`src/inc/strap_pkg.sv`:
```
// Purpose: shared constants and carriers for strap capture and status indicators
// Assumes: register port with 16-bit data, byte addresses are index times four
// Notes: indices below are register numbers, not byte addresses
package strap_pkg;

	// ----------------------------------------
	// register map (index, byte address = index * 4)
	// ----------------------------------------
	localparam logic [4:0] REG_CTRL_IDX = 5'h00;
	localparam logic [4:0] REG_ADV_IDX = 5'h04;
	localparam logic [4:0] REG_VEND_IDX = 5'h17;
	localparam logic [4:0] REG_STRAP_IDX = 5'h18;
	localparam int REG_DATA_W = 16;

	// ----------------------------------------
	// field positions
	// ----------------------------------------
	localparam int CTRL_ISOLATE_BIT = 10;
	localparam int VEND_ACT_BIT = 7;
	localparam int ADV_FD100_BIT = 8;
	localparam int ADV_HD100_BIT = 7;
	localparam int ADV_FD10_BIT = 6;
	localparam int ADV_HD10_BIT = 5;
	localparam int STS_ADDR_LSB = 0;
	localparam int STS_SCR_BIT = 5;
	localparam int STS_CODE_BIT = 6;
	localparam int STS_ALIGN_BIT = 7;
	localparam int STS_AN_BIT = 8;
	localparam int STS_FD100_BIT = 9;
	localparam int STS_HD100_BIT = 10;
	localparam int STS_FD10_BIT = 11;
	localparam int STS_HD10_BIT = 12;
	localparam int STS_ISO_BIT = 13;
	localparam int STS_FAST_BIT = 14;
	localparam int STS_FULL_BIT = 15;

	// ----------------------------------------
	// reset values
	// ----------------------------------------
	localparam logic CTRL_ISOLATE_RST = 1'b0;
	localparam logic VEND_ACT_RST = 1'b0;
	localparam logic [4:0] STATION_RST = 5'h00;

	// ----------------------------------------
	// dual-function indicator pins
	// ----------------------------------------
	localparam int PIN_COUNT = 6;
	localparam int IND_RX = 0;
	localparam int IND_TXACT = 1;
	localparam int IND_COL = 2;
	localparam int IND_LINK = 3;
	localparam int IND_FD = 4;
	localparam int IND_SP = 5;

	// ----------------------------------------
	// carriers
	// ----------------------------------------
	typedef struct packed {
		logic [4:0] station_address;
		logic scrambler_bypass_strap;
		logic block_code_bypass_strap;
		logic alignment_bypass_strap;
		logic autoneg_enable_strap;
		logic fast_full_duplex_strap;
		logic fast_half_duplex_strap;
		logic slow_full_duplex_strap;
		logic slow_half_duplex_strap;
	} strap_cfg_t;

	typedef struct packed {
		logic rx_active;
		logic tx_active;
		logic link_up;
		logic collision;
		logic an_fast;
		logic an_full;
	} link_status_t;

	typedef enum logic {PH_SAMPLE, PH_RUN} phase_t;

endpackage : strap_pkg

```
`src/verilog/dual_pin_cell.sv`:
```
// Purpose: one shared strap / indicator pin
// Assumes: capture is a one-cycle pulse, drive rises after it
// Notes: indicator is driven at the level opposite to the captured strap
`timescale 1ns/10ps
module dual_pin_cell
(
	// clock and reset
	input wire logic ref_clk,
	input wire logic rst,
	// control
	input wire logic capture,
	input wire logic drive,
	input wire logic indicator_on,
	// pin
	input wire logic pin_in,
	output logic pin_out,
	output logic pin_oe,
	// captured level
	output logic strap_value
);

	// ----------------------------------------
	// next state
	// ----------------------------------------
	logic strap_q, strap_d;
	logic out_q, out_d;
	logic oe_q, oe_d;

	always_comb
	begin
		strap_d = capture ? pin_in : strap_q;
		oe_d = drive;
		out_d = drive ? (indicator_on ? ~strap_q : strap_q) : 1'b0;
	end

	always_ff @(posedge ref_clk or posedge rst)
	begin
		if (rst)
		begin
			strap_q <= 1'b0;
			out_q <= 1'b0;
			oe_q <= 1'b0;
		end
		else
		begin
			strap_q <= strap_d;
			out_q <= out_d;
			oe_q <= oe_d;
		end
	end

	assign strap_value = strap_q;
	assign pin_out = out_q;
	assign pin_oe = oe_q;
endmodule : dual_pin_cell

```
`src/verilog/strap_config_and_status_leds.sv`:
```
// Purpose: latch configuration straps after reset, then drive status indicators
// Assumes: ref_clk 50 MHz, rst asynchronous active high, pins synchronous to ref_clk
// Notes: shared pins are undriven until one cycle after the strap capture
//
// Summary of operation
// - latch five address straps as station address
// - station address zero forces isolate mode
// - scrambler bypass strap skips scramble and descramble
// - block code bypass strap skips 4B/5B encoder
// - alignment bypass strap disables symbol alignment
// - autonegotiation strap enables or disables autonegotiation
// - ability straps set advertisement bits when negotiating
// - without autonegotiation, ability straps select speed/duplex
// - receive indicator on while receiving
// - activity bit clear: indicator shows transmit only
// - activity bit set: indicator shows receive or transmit
// - link indicator on while link valid
// - collision indicator on while collision seen
// - duplex indicator on in full duplex
// - speed indicator on at 100 Mbit/s
// - isolate bit initialised from zero station address
// - isolate ignores transmit inputs, floats outputs
`timescale 1ns/10ps
module strap_config_and_status_leds #(
	parameter int ADDR_W = 7
)
(
	// clock and reset
	input wire logic ref_clk,
	input wire logic rst,
	// register port
	input wire logic [ADDR_W-1:0] reg_addr,
	input wire logic [strap_pkg::REG_DATA_W-1:0] reg_wdata,
	input wire logic reg_wr,
	input wire logic reg_rd,
	output logic [strap_pkg::REG_DATA_W-1:0] reg_rdata,
	// plain strap inputs
	input wire logic [4:0] station_address_straps,
	input wire logic autoneg_enable_strap,
	input wire logic fast_full_duplex_strap,
	input wire logic fast_half_duplex_strap,
	// shared strap / indicator pins
	input wire logic [strap_pkg::PIN_COUNT-1:0] ind_pin_in,
	output logic [strap_pkg::PIN_COUNT-1:0] ind_pin_out,
	output logic [strap_pkg::PIN_COUNT-1:0] ind_pin_oe,
	// link state from the datapath
	input wire strap_pkg::link_status_t link_status,
	// configuration out
	output strap_pkg::strap_cfg_t cfg,
	output logic [3:0] adv_abilities,
	output logic op_fast,
	output logic op_full,
	output logic isolate_mode,
	output logic mii_output_enable,
	output logic tx_input_accept,
	output logic addr_pins_released
);

	// ----------------------------------------
	// parameter check
	// ----------------------------------------
	if (ADDR_W < 7)
	begin : g_addr_chk
		$error("ADDR_W must be at least 7");
	end

	// ----------------------------------------
	// capture phase
	// ----------------------------------------
	strap_pkg::phase_t phase_q, phase_d;
	logic capture;
	logic run;

	always_comb
	begin
		unique case (phase_q)
			strap_pkg::PH_SAMPLE: phase_d = strap_pkg::PH_RUN;
			strap_pkg::PH_RUN: phase_d = strap_pkg::PH_RUN;
		endcase
	end

	always_ff @(posedge ref_clk or posedge rst)
	begin
		if (rst)
			phase_q <= strap_pkg::PH_SAMPLE;
		else
			phase_q <= phase_d;
	end

	assign capture = (phase_q == strap_pkg::PH_SAMPLE);
	assign run = (phase_q == strap_pkg::PH_RUN);
	assign addr_pins_released = run;

	// ----------------------------------------
	// plain straps
	// ----------------------------------------
	logic [4:0] station_q, station_d;
	logic an_q, an_d;
	logic fd100_q, fd100_d;
	logic hd100_q, hd100_d;

	always_comb
	begin
		station_d = capture ? station_address_straps : station_q;
		an_d = capture ? autoneg_enable_strap : an_q;
		fd100_d = capture ? fast_full_duplex_strap : fd100_q;
		hd100_d = capture ? fast_half_duplex_strap : hd100_q;
	end

	always_ff @(posedge ref_clk or posedge rst)
	begin
		if (rst)
		begin
			station_q <= strap_pkg::STATION_RST;
			an_q <= 1'b0;
			fd100_q <= 1'b0;
			hd100_q <= 1'b0;
		end
		else
		begin
			station_q <= station_d;
			an_q <= an_d;
			fd100_q <= fd100_d;
			hd100_q <= hd100_d;
		end
	end

	// ----------------------------------------
	// shared pins
	// ----------------------------------------
	logic [strap_pkg::PIN_COUNT-1:0] pin_strap;
	logic [strap_pkg::PIN_COUNT-1:0] ind_on;
	logic vend_act_q, vend_act_d;

	always_comb
	begin
		ind_on = '0;
		ind_on[strap_pkg::IND_RX] = link_status.rx_active;
		ind_on[strap_pkg::IND_TXACT] = vend_act_q ? (link_status.rx_active | link_status.tx_active)
			: link_status.tx_active;
		ind_on[strap_pkg::IND_COL] = link_status.collision;
		ind_on[strap_pkg::IND_LINK] = link_status.link_up;
		ind_on[strap_pkg::IND_FD] = op_full;
		ind_on[strap_pkg::IND_SP] = op_fast;
	end

	for (genvar i = 0; i < strap_pkg::PIN_COUNT; i++)
	begin : g_pin
		dual_pin_cell u_cell (
			.ref_clk(ref_clk),
			.rst(rst),
			.capture(capture),
			.drive(run),
			.indicator_on(ind_on[i]),
			.pin_in(ind_pin_in[i]),
			.pin_out(ind_pin_out[i]),
			.pin_oe(ind_pin_oe[i]),
			.strap_value(pin_strap[i])
		);
	end

	// ----------------------------------------
	// configuration
	// ----------------------------------------
	function automatic logic [1:0] forced_mode(input strap_pkg::strap_cfg_t c);
		if (c.fast_full_duplex_strap)
			return 2'b11;
		else if (c.fast_half_duplex_strap)
			return 2'b10;
		else if (c.slow_full_duplex_strap)
			return 2'b01;
		else
			return 2'b00;
	endfunction : forced_mode

	logic [1:0] forced;
	logic ctrl_iso_q, ctrl_iso_d;

	always_comb
	begin
		cfg.station_address = station_q;
		cfg.scrambler_bypass_strap = pin_strap[strap_pkg::IND_TXACT];
		cfg.block_code_bypass_strap = pin_strap[strap_pkg::IND_COL];
		cfg.alignment_bypass_strap = pin_strap[strap_pkg::IND_LINK];
		cfg.autoneg_enable_strap = an_q;
		cfg.fast_full_duplex_strap = fd100_q;
		cfg.fast_half_duplex_strap = hd100_q;
		cfg.slow_full_duplex_strap = pin_strap[strap_pkg::IND_SP];
		cfg.slow_half_duplex_strap = pin_strap[strap_pkg::IND_FD];
	end

	assign forced = forced_mode(cfg);
	assign adv_abilities = an_q ? {fd100_q, hd100_q, cfg.slow_full_duplex_strap, cfg.slow_half_duplex_strap}
		: 4'h0;
	assign op_fast = an_q ? link_status.an_fast : forced[1];
	assign op_full = an_q ? link_status.an_full : forced[0];
	assign isolate_mode = ctrl_iso_q | (station_q == 5'h00);
	assign mii_output_enable = run & ~isolate_mode;
	assign tx_input_accept = run & ~isolate_mode;

	// ----------------------------------------
	// registers
	// ----------------------------------------
	localparam logic [ADDR_W-1:0] CTRL_ADDR = ADDR_W'({strap_pkg::REG_CTRL_IDX, 2'b00});
	localparam logic [ADDR_W-1:0] ADV_ADDR = ADDR_W'({strap_pkg::REG_ADV_IDX, 2'b00});
	localparam logic [ADDR_W-1:0] VEND_ADDR = ADDR_W'({strap_pkg::REG_VEND_IDX, 2'b00});
	localparam logic [ADDR_W-1:0] STRAP_ADDR = ADDR_W'({strap_pkg::REG_STRAP_IDX, 2'b00});

	logic [strap_pkg::REG_DATA_W-1:0] rdata_q, rdata_d;
	logic [strap_pkg::REG_DATA_W-1:0] rd_mux;

	always_comb
	begin
		ctrl_iso_d = ctrl_iso_q;
		vend_act_d = vend_act_q;
		if (capture)
			ctrl_iso_d = (station_address_straps == 5'h00);
		else if (reg_wr && reg_addr == CTRL_ADDR)
			ctrl_iso_d = reg_wdata[strap_pkg::CTRL_ISOLATE_BIT];
		if (reg_wr && reg_addr == VEND_ADDR)
			vend_act_d = reg_wdata[strap_pkg::VEND_ACT_BIT];
	end

	always_comb
	begin
		rd_mux = '0;
		case (reg_addr)
			CTRL_ADDR: rd_mux[strap_pkg::CTRL_ISOLATE_BIT] = ctrl_iso_q;
			ADV_ADDR:
			begin
				rd_mux[strap_pkg::ADV_FD100_BIT] = adv_abilities[3];
				rd_mux[strap_pkg::ADV_HD100_BIT] = adv_abilities[2];
				rd_mux[strap_pkg::ADV_FD10_BIT] = adv_abilities[1];
				rd_mux[strap_pkg::ADV_HD10_BIT] = adv_abilities[0];
			end
			VEND_ADDR: rd_mux[strap_pkg::VEND_ACT_BIT] = vend_act_q;
			STRAP_ADDR:
			begin
				rd_mux[strap_pkg::STS_ADDR_LSB +: 5] = station_q;
				rd_mux[strap_pkg::STS_SCR_BIT] = cfg.scrambler_bypass_strap;
				rd_mux[strap_pkg::STS_CODE_BIT] = cfg.block_code_bypass_strap;
				rd_mux[strap_pkg::STS_ALIGN_BIT] = cfg.alignment_bypass_strap;
				rd_mux[strap_pkg::STS_AN_BIT] = an_q;
				rd_mux[strap_pkg::STS_FD100_BIT] = fd100_q;
				rd_mux[strap_pkg::STS_HD100_BIT] = hd100_q;
				rd_mux[strap_pkg::STS_FD10_BIT] = cfg.slow_full_duplex_strap;
				rd_mux[strap_pkg::STS_HD10_BIT] = cfg.slow_half_duplex_strap;
				rd_mux[strap_pkg::STS_ISO_BIT] = isolate_mode;
				rd_mux[strap_pkg::STS_FAST_BIT] = op_fast;
				rd_mux[strap_pkg::STS_FULL_BIT] = op_full;
			end
			default: rd_mux = '0;
		endcase
		rdata_d = reg_rd ? rd_mux : '0;
	end

	always_ff @(posedge ref_clk or posedge rst)
	begin
		if (rst)
		begin
			ctrl_iso_q <= strap_pkg::CTRL_ISOLATE_RST;
			vend_act_q <= strap_pkg::VEND_ACT_RST;
			rdata_q <= '0;
		end
		else
		begin
			ctrl_iso_q <= ctrl_iso_d;
			vend_act_q <= vend_act_d;
			rdata_q <= rdata_d;
		end
	end

	assign reg_rdata = rdata_q;
endmodule : strap_config_and_status_leds
```
`config.mk`:
```
export PLATFORM = sky130hd
export DESIGN_NAME = strap_config_and_status_leds
export DESIGN_NICKNAME = d
export VERILOG_FILES = /design/src/inc/strap_pkg.sv /design/src/verilog/dual_pin_cell.sv /design/src/verilog/strap_config_and_status_leds.sv
export SDC_FILE = /design/constraint.sdc
export NUM_CORES = 1
export LEC_CHECK = 0
export ABC_AREA = 1
export BUFFER_PORTS_ARGS = -buffer_cell sky130_fd_sc_hd__buf_2
export CORE_MARGIN = 5
export CORE_UTILIZATION = 48
export CTS_CLUSTER_DIAMETER = 120
export DETAILED_ROUTE_END_ITERATION = 7
export PLACE_DENSITY = 0.85
export SLEW_MARGIN = 20
export SYNTH_ARGS = -nofsm -noshare
export SYNTH_HDL_FRONTEND = slang
export SYNTH_SLANG_ARGS = --single-unit
```
`constraint.sdc`:
```
create_clock -name ref_clk -period 2.8 [get_ports ref_clk]
set_clock_uncertainty 0.15 [all_clocks]
set_input_delay 0 -clock ref_clk [delete_from_list [all_inputs] [get_ports ref_clk]]
set_output_delay 0 -clock ref_clk [all_outputs]
set_load 0.02 [all_outputs]
```
# Word-level counts from Yosys, hierarchy flattened
# Cells that the tools add are included.
dict set report totals {
  inputBits 47
  rom_bits 0
  output_inout_bits 51
  ff_bits 40
  wordCells 69
  memories 0
  latchBits 0
  ram_bits 0
}
dict set report op_classes {
  mul 0
  reduce_logical 5
  n_bitwise 10
  div_mod_pow 0
  n_lt_le_gt_ge 0
  shift 0
  mux 29
  eq_ne 4
  addsub 0
}
# operator count
set op_table {}
lappend op_table {{1-bit two-way mux} 19}
lappend op_table {{16-bit two-way mux} 1}
lappend op_table {{7-bit == test (second input constant)} 2}
lappend op_table {{5-bit logical NOT} 2}
lappend op_table {{5-bit two-way mux} 2}
lappend op_table {{7-bit by 5-bit == test with 1-bit output (second input constant)} 1}
lappend op_table {{7-bit logical NOT} 1}
lappend op_table {{1-bit NOT} 7}
lappend op_table {{2-bit two-way mux} 2}
lappend op_table {{4-bit two-way mux} 1}
lappend op_table {{1-bit one-hot mux with 2 select lines} 2}
lappend op_table {{2-bit one-hot mux with 2 select lines} 1}
lappend op_table {{1-bit one-hot mux with 3 select lines} 1}
lappend op_table {{1-bit logical AND} 2}
lappend op_table {{2-bit by 1-bit inequality test with 1-bit output (second input constant)} 1}
lappend op_table {{1-bit bitwise OR} 2}
lappend op_table {{1-bit AND} 1}

# Logic depth before layout (Yosys ltp)
# Gate-level depths: netlist of the first run.
dict set report depth {
  word_depth 6
  ltp_mapped 7
  depth_no_buf 7
}

# Cells and area by module
# Synthesis of the first run repeated with hierarchy kept, for this count alone.
dict set report unflattened {
  cells_unflattened 218
  hier_area_um2 1881.8
}
# module n_inst cells_per_inst area_each_um2 seq_area_each_um2
set by_module_without_submodules {}
lappend by_module_without_submodules {strap_config_and_status_leds 1 152 1243.7 675.6}
lappend by_module_without_submodules {dual_pin_cell 6 11 106.4 75.1}

# Least setup slack after synthesis of the first run
# OpenSTA, ideal clock, no wires.
dict set report synth_path {
  path_kind {register -> output}
  start {reg phase_q, in the netlist addr_pins_released}
  end {out tx_input_accept}
  required_time_ns 2.650
  arrival_time_ns 1.425
  setup_slack_ns 1.225
  n_path_buf 2
  stages_incl_launch_ff 5
  path_cell_list {dfrtp_1 -> inv_1 -> clkbuf_1 -> nor2_1 -> buf_4}
}
dict set report synth_via {
  elab_chain_len 1
}
# item line_no
set synth_rtl {}
lappend synth_rtl {{start, declared} strap_config_and_status_leds.sv:70} ;# strap_pkg::phase_t phase_q, phase_d;
lappend synth_rtl {{start signal, assigned} strap_config_and_status_leds.sv:85} ;# phase_q <= strap_pkg::PH_SAMPLE;
lappend synth_rtl {{start signal, assigned} strap_config_and_status_leds.sv:87} ;# phase_q <= phase_d;
lappend synth_rtl {{1-bit AND} -}
lappend synth_rtl {{end, declared} strap_config_and_status_leds.sv:55} ;# output logic tx_input_accept,
# Every way passes these cells.

# Worst setup path in the final report of the first run
dict set report layout_path {
  start {reg phase_q, in the netlist addr_pins_released}
  end {reg ctrl_iso_q}
}
dict set report layout_via {
  elab_chain_len 1
  elab_cells_between_ends 2
  cone_classes {eq/ne (1); mux (1)}
}
# item line_no
set layout_rtl {}
lappend layout_rtl {{2-bit by 1-bit inequality test with 1-bit output (no line) or 1-bit two-way mux (tied branches)} -}
lappend layout_rtl {{end signal, assigned} strap_config_and_status_leds.sv:261} ;# ctrl_iso_q <= strap_pkg::CTRL_ISOLATE_RST;
lappend layout_rtl {{end signal, assigned} strap_config_and_status_leds.sv:267} ;# ctrl_iso_q <= ctrl_iso_d;
lappend layout_rtl {{end, declared} strap_config_and_status_leds.sv:177} ;# logic ctrl_iso_q, ctrl_iso_d;
# Several ways; a longest one is shown, not always the timed one.
# A chain may end at the register's enable or synchronous reset.

==> impl_metrics.yaml, run 1 <==
logic_synthesis:
  synth_compound_area_share_pct: 6.667
  synth.distinct_cells: 24
  yosys-top-cells-area: "dfrtp_1, buf_4, nand2_1, inv_1, o21ai_0"
  yosys_warnings: 0
  syn_nets: 252
  synth_top_area_share_pct: 54.42
  seq_area_frac_synth_pct: 54.42
  synth_simple_gate_area_share_pct: 20.95
  yosysTopAreaCell: "dfrtp_1"
  yosys-top-cells-count: "dfrtp_1, nand2_1, inv_1"
  synthFlopType: "dfrtp_1"
  avgSynthCellArea_um2: 8.972
  synthArstFlopShare_pct: 100.0
  synth-edff-count: 0
  netlist_area_um2: 1839
  syn_inst: 205
  synthAdderAreaFrac_pct: 0
  ys_ff_latch: 40
  synth_top_family_by_area: "simple AND/OR/NAND/NOR gates"
  synth.mux.area_fraction_pct: 0
  synth_xor_area_share_pct: 1.905
setup_path:
  required_ns: 2.88
  cp_slowest_cell: "dlygate4sd3_1"
  r2r-end: "ctrl_iso_q"
  cp_data_arrival_time_ns: 2.40
  critPathMaxStageDelay_ns: 0.55
  cp_common_cell: "nand2_1"
  path_cells: "buf_4 > nor2_1 > nand4_1 > nand2_1 > nand2_1 > dlygate4sd3_1 > nand2_1 > dlygate4sd3_1"
  r2r_cells: 8
  startpoint_type: "flip-flop"
  cp-end-kind: "flip-flop"
  r2r_start: "addr_pins_released"
  r2r_slack_ns: 0.48
  critPathKind: "flip-flop to flip-flop"
  path_max_fanout: 16
global_routing:
  grt_pass1_vias: 1635
  grt_pass1_wl_um: 7203
  grt_use_total_pct: 17.94
  grt_max_degree: 41
  antenna_found_initial: 0
  grt_overflow: 0
run_status:
  status: "completed"
timing:
  hold_viol: 0
  slew_headroom_pct: 54.16
  layout_setup_ws_ns: 0.4817
  fin_crit_ns: 2.318
  final_max_slew_viol_count: 0
  clock.fmax_ghz: 0.4313
  setup_violations: 0
  setup_tns_ns: 0
  hold-worst-slack_ns: 0.01456
  rsz0062_at_grt: "no"
  worstMarginPinSlew_ns: 0.6868
  period_share_pct: 82.80
layout:
  multiInputGateArea_um2: 546.8
  fin_cells: 348
  seq_area_um2: 1001
  fillCellCount: 323
  drive_gt1_share_pct: 35.67
  layout.nets: 347
  synthToLayoutAreaGrowth_pct: 36.73
  antennaDiodeCount: 0
route:
  first_pass_iters: 4
  wl_per_cell_um: 12.84
  drt_iter0_drc: 120
  antenna_left: 0
  wl_um: 4470
  drc: 0
  via_count: 1638
  vias_per_cell: 4.707
floorplan:
  die_h_um: 71.90
  core_um2: 3689
  initial_core_util_pct: 49.86
  io_pins: 98
  dieWidth_um: 71.90
  rows: 22
  die_area_um2: 5170
power:
  cellLeakagePower_nw: 1.453
  p_switching_mw: 0.3722
  pwr-share-comb_pct: 20.5
  intPower_mw: 0.8784
  power_density_nw_per_um2: 497.3
  worst_ir_drop_vdd_mv: 0.3046
  p_seq_share_pct: 50.6
  clock_power_share_pct: 28.9
  p_sw_share_pct: 29.76
clocking:
  cts_root_buffer: "clkbuf_8"
  cts_tree: "yes"
  cts_sinks: 40
  cts_buffers: 5
  clock_path_buffers: 2
  insertion_delay_ns: 0.29
  post-cts-setup-buffer-count: 0
  post_cts_resize_count: 0
  cts.clk_slew.worst_paths_ns: 0.08
  cts-htree-levels: 2
min_path:
  whs_path_depth: 4
  hp-class: "input pin to flip-flop"
  hold_path.startpoint: "reg_addr[5]"
  whs_endpoint: "reg_rdata[14]"
place:
  port_buffers: 83
  hpwlAfterDp_um: 3181
  placedCellCount: 312
  gp_congestion: 0.7878
  pre_cts_ws_ns: 1.383
job:
  timing.max_cap.violations: 0
==> timing repair <==
action                                  in CTS  in global routing
endpoints found under the hold margin       67                  0
endpoints found under the setup margin       0                  0
hold buffers                                29                  0
==> state kept, by name, indices dropped and copies added (netlist names), 5 cells and up <==
signal	count
g_pin.u_cell.pin_out	6
g_pin.u_cell.strap_value	6
reg_rdata	16
station_q	5
==> cells by family (layout without fill, tap and decap cells) <==
logic type	count (synthesis)	in the layout
xor+xnor	4	4
simple gates	85	85
other cells	1	1
compound gates	21	21
flops	40	40
buf+inv	54	149
==> final cells by class <==
| class | instances | area share, % |
|---|---|---|
| flip-flops and latches | 40 | 39.80 |
| repair buffers | 114 | 28.66 |
| multi-input cells | 111 | 21.74 |
| inverters | 28 | 4.179 |
| clock buffers | 5 | 2.736 |
| well taps | 48 | 2.388 |
| clock inverters | 2 | 0.4975 |
==> through the flow <==
step	utilization [%]	total power, mW	area, um2
after global routing	68.18	1.314	2515
after floorplan	-	0.8136	1839
after CTS	68.18	1.261	2515
after global placement	58.11	0.8644	2143
final	68.18	1.251	2515
after detailed placement	58.11	0.8721	2143
==> cell usage in the layout (no fill, tap or decap), types with 8 or more instances in the layout <==
master         instances
buf_2                 83
nand2_1               40
dfrtp_1               40
dlygate4sd3_1         29
inv_1                 28
nor2_1                17
o21ai_0               14
nand3_1                8
nor2_2                 8
==> power by group through the flow <==
stage,Combinational [mW],Clock [mW],Sequential [mW]
after CTS,0.259,0.368,0.634
after global placement,0.222,0,0.642
after global routing,0.282,0.394,0.638
final,0.256,0.361,0.633
after detailed placement,0.227,0,0.645
after floorplan,0.164,0,0.649
==> worst max-delay path: cells and delay by family (launching register included) <==
family	cells	cell delay (ns)
AND/OR/NAND/NOR	5	0.45
flip-flops	1	0.38
buffers and inverters	3	1.28
==> per-layer routing <==
metal	track usage, %	routed length (um)
met1	20.89	1783
met2	31.22	2238
met3	4.848	351
met4	7.307	95
met5	0	0
==> worst max path at each step <==
stage	to	from	depth (start not counted)	slack [ns]
2_1_floorplan	tx_input_accept	addr_pins_released	4	1.23
3_3_place_gp	g_pin[1].u_cell.strap_value	addr_pins_released	2	1.45
3_5_place_dp	hd100_q	addr_pins_released	2	1.38
4_1_cts	ctrl_iso_q	addr_pins_released	8	0.49
5_1_grt	ctrl_iso_q	addr_pins_released	8	0.38
6_report	ctrl_iso_q	addr_pins_released	8	0.48
No activity file was read; power rests on OpenSTA's default activity.
==> run 2: changes to the inputs <==
ABC_AREA = 0   (was 1)
CORE_UTILIZATION = 44   (was 48)
PLACE_DENSITY = 0.79   (was 0.85)
clock period = 2.4 ns   (was 2.8 ns; I/O delays follow)
==> impl_metrics.yaml, run 2 <==
run_status:
  status: "completed"
timing:
  rsz0062_at_grt: "no"
  period_share_pct: 80.12
  clock.fmax_ghz: 0.5201
  setup_tns_ns: 0
  slew_headroom_pct: 41.12
  setup_violations: 0
  worstMarginPinSlew_ns: 0.8778
  hold_viol: 0
  final_max_slew_viol_count: 0
  fin_crit_ns: 1.923
logic_synthesis:
  synthFlopType: "dfrtp_1"
  synth_most_common_cell: "dfrtp_1"
  ys_ff_latch: 40
  synth-edff-count: 0
  synth.distinct_cells: 36
  yosys-top-cells-count: "dfrtp_1, buf_4, and2_1"
  syn_nets: 203
  netlist_area_um2: 1823
  syn_inst: 156
  avgSynthCellArea_um2: 11.69
  yosysTopAreaCell: "dfrtp_1"
  synth_top_area_share_pct: 54.91
  synthArstFlopShare_pct: 100.0
  yosys_warnings: 0
  yosys-top-cells-area: "dfrtp_1, buf_4, mux2_2, and2_1, inv_1"
  seq_area_frac_synth_pct: 54.91
setup_path:
  r2r-end: "reg_rdata[10]"
  critPathKind: "input pin to flip-flop"
  required_ns: 2.47
  r2r_start: "hd100_q"
  crit_path_end: "reg_rdata[10]"
  r2r_slack_ns: 0.84
  cp_data_arrival_time_ns: 1.99
  cp-end-kind: "flip-flop"
  startpoint: "reg_rd"
  path_max_fanout: 4
  r2r_cells: 3
  startpoint_type: "input pin"
layout:
  final_cell_mix: "buf_2, dfrtp_1, dlygate4sd3_1, and2_1, mux2_2"
  final_util_pct: 62.25
  layout.nets: 295
  synthToLayoutAreaGrowth_pct: 36.58
  largest_reg_flops: 16
  drive_gt1_share_pct: 45.38
  layout_commonest_cell: "buf_2"
clocking:
  cts-htree-levels: 2
  cts_tree: "yes"
  cts_sinks: 40
  cts.clk_slew.worst_paths_ns: 0.07
  post_cts_resize_count: 0
  cts_root_buffer: "clkbuf_8"
  cts_buffers: 5
  clock_path_buffers: 2
  insertion_delay_ns: 0.28
global_routing:
  grt_max_degree: 27
  grt_pass1_vias: 1389
  antenna_found_initial: 0
  grt_overflow: 0
  grt_use_total_pct: 15.95
  grt_pass1_wl_um: 6610
route:
  wl_per_cell_um: 14.31
  wl_um: 4293
  antenna_left: 0
  vias_per_cell: 4.723
  first_pass_iters: 4
  drt_iter0_drc: 64
  drc: 0
  via_count: 1417
floorplan:
  die_h_um: 74.37
  rows: 23
  die_area_um2: 5530
  io_pins: 98
  initial_core_util_pct: 45.57
  dieWidth_um: 74.37
  core_um2: 4000
power:
  worst_ir_drop_vdd_mv: 0.3475
  cellLeakagePower_nw: 1.298
  power_density_nw_per_um2: 602.1
place:
  gp_congestion: 0.7487
  hpwlAfterDp_um: 2965
  port_buffers: 83
job:
  timing.max_cap.violations: 0
min_path:
  hp-class: "input pin to flip-flop"
-- run 2: cell types whose count changed after synthesis, moves of 3 or more --
cell,change
nor2_2,-8
nor2_1,-10
and2_1,+15
nand2b_1,+3
o21ai_0,-13
nand3_1,-4
a21oi_2,-3
mux2_2,+14
inv_1,-21
a22o_1,+3
nand2_1,-35
nand4_1,-5
-- run 2: metrics by stage --
stage,power [mW],cells,hold WS (ns),area (um2),setup WS [ns]
after CTS,1.513,299,0.003908,2487,0.5348
after floorplan,0.9643,156,-0.02756,1823,0.8788
after detailed placement,1.035,265,-0.03112,2135,0.8516
after global placement,1.028,265,-0.03602,2135,0.8746
after global routing,1.575,299,0.05904,2487,0.4348
final,1.499,300,0.002698,2490,0.4771
-- run 2: cells by family (layout without fill, tap and decap cells) --
kind of cell	count (synthesis)	in the layout	synth area share, %
simple gates	48	48	16.27
flops	40	40	54.91
buf+inv	33	126	11.39
compound gates	15	15	6.109
mux	15	15	9.197
xor+xnor	4	4	1.922
other cells	1	2	0.2057
-- run 2: area by class of cell --
type / count / area, um2
fill: 335 / 1510
sequential: 40 / 1001
timing repair buffer: 111 / 690.7
multi-input combinational: 83 / 614.3
clock buffer: 6 / 82.58
tap: 50 / 62.56
inverter: 7 / 26.28
clock inverter: 2 / 10.01
antenna: 1 / 2.502
-- run 2: power by group --
part	internal, mW	switching (mW)	total (mW)
clock	0.229	0.218	0.447
sequential	0.713	0.0431	0.756
combinational	0.135	0.161	0.296
total	1.08	0.423	1.50
-- run 2: critical path, stage by stage --
cell and delay (ns):
dlygate4sd3_1 0.52, buf_2 0.13, nand3_1 0.06, dlygate4sd3_1 0.57
a21oi_1 0.15, dlygate4sd3_1 0.57
-- run 2: worst min-delay path by stage --
stage / start / endpoint / slack [ns] / depth (start not counted)
floorplan: reg_rd / reg_rdata[10] / -0.03 / 2
global placement: rst / reg_rdata[13] / -0.04 / 2
detailed placement: rst / reg_rdata[0] / -0.03 / 2
CTS: reg_wdata[10] / ctrl_iso_q / 0.004 / 4
global route: reg_wdata[10] / ctrl_iso_q / 0.06 / 4
finish: reg_wdata[10] / ctrl_iso_q / 0.003 / 4
-- run 2: per-layer routing --
metal / track usage [%] / up-vias / wire length [um] / share of wire, %
li1: - / 685 / - / -
met5: 0 / - / 0 / 0
met3: 4.189 / 13 / 349 / 8.1
met4: 6.917 / 0 / 159 / 3.7
met1: 18.84 / 653 / 1614 / 38
met2: 27.32 / 66 / 2169 / 51
-- run 2: what timing repair did --
item	in CTS	in global routing
setup buffers	0	0
endpoints found under the setup margin	0	0
hold endpoints to repair	50	0
hold buffers	26	0
==> run 3: changes to the inputs <==
ABC_AREA = 1   (was 0)
clock period = 1.9 ns   (was 2.4 ns; I/O delays follow)
==> impl_metrics.yaml, run 3 (same netlist as run 1, synthesis figures left out) <==
run_status:
  status: "completed"
floorplan:
  io_pins: 98
  die_h_um: 74.66
  dieWidth_um: 74.66
  initial_core_util_pct: 45.65
  core_um2: 4029
  rows: 23
  die_area_um2: 5573
route:
  drt_iter0_drc: 46
  wl_um: 4431
  drc: 0
  first_pass_iters: 4
  vias_per_cell: 4.520
  antenna_left: 0
  wl_per_cell_um: 12.52
  via_count: 1600
timing:
  period_share_pct: 91.77
  setup_violations: 0
  rsz0062_at_grt: "no"
  setup_tns_ns: 0
  hold_viol: 0
  final_max_slew_viol_count: 0
  clock.fmax_ghz: 0.5735
  fin_crit_ns: 1.744
  layout_setup_ws_ns: 0.1565
layout:
  multiInputGateArea_um2: 546.8
  final_area_um2: 2587
  layout.nets: 350
  largest_reg_flops: 16
  fillCellCount: 340
  seq_area_um2: 1001
  final_cell_mix: "buf_2, nand2_1, dfrtp_1, dlygate4sd3_1, inv_1"
  synthToLayoutAreaGrowth_pct: 40.68
  antennaDiodeCount: 0
  fin_cells: 354
  drive_gt1_share_pct: 36.18
  layout_commonest_cell: "buf_2"
clocking:
  post_cts_resize_count: 0
  clock_path_buffers: 2
  cts_sinks: 40
  insertion_delay_ns: 0.29
  cts_buffers: 5
  cts_root_buffer: "clkbuf_8"
  cts_tree: "yes"
  cts-htree-levels: 2
  cts.clk_slew.worst_paths_ns: 0.07
setup_path:
  r2r_cells: 7
  r2r-end: "ctrl_iso_q"
  r2r_slack_ns: 0.16
  required_ns: 1.98
  critPathKind: "input pin to flip-flop"
  path_max_fanout: 4
  cp_data_arrival_time_ns: 1.82
  cp-end-kind: "flip-flop"
  r2r_start: "addr_pins_released"
  startpoint_type: "input pin"
global_routing:
  grt_pass1_wl_um: 6969
  grt_max_degree: 23
  grt_pass1_vias: 1511
  antenna_found_initial: 0
  grt_overflow: 0
  grt_use_total_pct: 16.63
place:
  port_buffers: 83
  pre_cts_ws_ns: 0.5927
  gp_congestion: 0.8009
  hpwlAfterDp_um: 3206
  placedCellCount: 316
  dpl_cell_area_um2: 2161
job:
  timing.max_cap.violations: 0
min_path:
  whs_endpoint: "reg_rdata[7]"
  hp-class: "input pin to flip-flop"
  whs_path_depth: 7
  hold_path.startpoint: "reg_addr[2]"
power:
  power_density_nw_per_um2: 795.0
  worst_ir_drop_vdd_mv: 0.4411
  cellLeakagePower_nw: 1.481
==> run 3: power breakdown <==
group | total, mW | switching (mW) | leakage [nW] | internal [mW]
Clock | 0.745 | 0.282 | 0.0645 | 0.463
Sequential | 0.933 | 0.0358 | 0.519 | 0.897
Combinational | 0.379 | 0.228 | 0.897 | 0.151
Total | 2.06 | 0.545 | 1.48 | 1.51
==> run 3: timing repair <==
action / 4_1_cts / 5_1_grt
buffers inserted: 0 / 0
endpoints found under the hold margin: 67 / 0
hold buffers: 30 / 0
==> run 3: worst max-delay path: stages <==
cell and delay, ns:
dlygate4sd3_1 0.55, buf_2 0.15, nor3_1 0.26, nand3_1 0.14, nand2_1 0.08, nand2_1 0.04, dlygate4sd3_1 0.55, nand2_1 0.06
==> run 3: final cells by class <==
| cell class | instances | area share (%) |
|---|---|---|
| clock inverters | 1 | 1.161 |
| clock buffers | 7 | 3.723 |
| well taps | 50 | 2.418 |
| repair buffers | 117 | 28.82 |
| multi-input cells | 111 | 21.13 |
| inverters | 28 | 4.062 |
| flip-flops and latches | 40 | 38.68 |
==> run 3: how the worst max path moves through the flow <==
stage | start | slack (ns) | end
global route | addr_pins_released | 0.01 | ctrl_iso_q
floorplan | addr_pins_released | 0.33 | tx_input_accept
finish | reg_addr[6] | 0.16 | ctrl_iso_q
CTS | addr_pins_released | 0.15 | ctrl_iso_q
detailed placement | addr_pins_released | 0.59 | hd100_q
global placement | addr_pins_released | 0.63 | g_pin[5].u_cell.strap_value
==> run 3: per-stage QoR <==
| step | hold slack [ns] | util [%] | total power [mW] |
|---|---|---|---|
| 6_report | 0.02600 | 64.22 | 2.057 |
| 5_1_grt | 0.05735 | 64.22 | 2.161 |
| 4_1_cts | 0.01702 | 64.22 | 2.079 |
| 3_5_place_dp | -0.1096 | 53.63 | 1.287 |
| 3_3_place_gp | -0.1186 | 53.63 | 1.279 |
| 2_1_floorplan | -0.04038 | - | 1.199 |
==> run 3: per-layer routing <==
metal	vias up	share of wire [%]	track usage, %
li1	802	-	-
met1	735	40	20.94
met2	59	49	27.32
met3	4	10	4.539
met4	0	0.65	6.522
met5	-	0	0
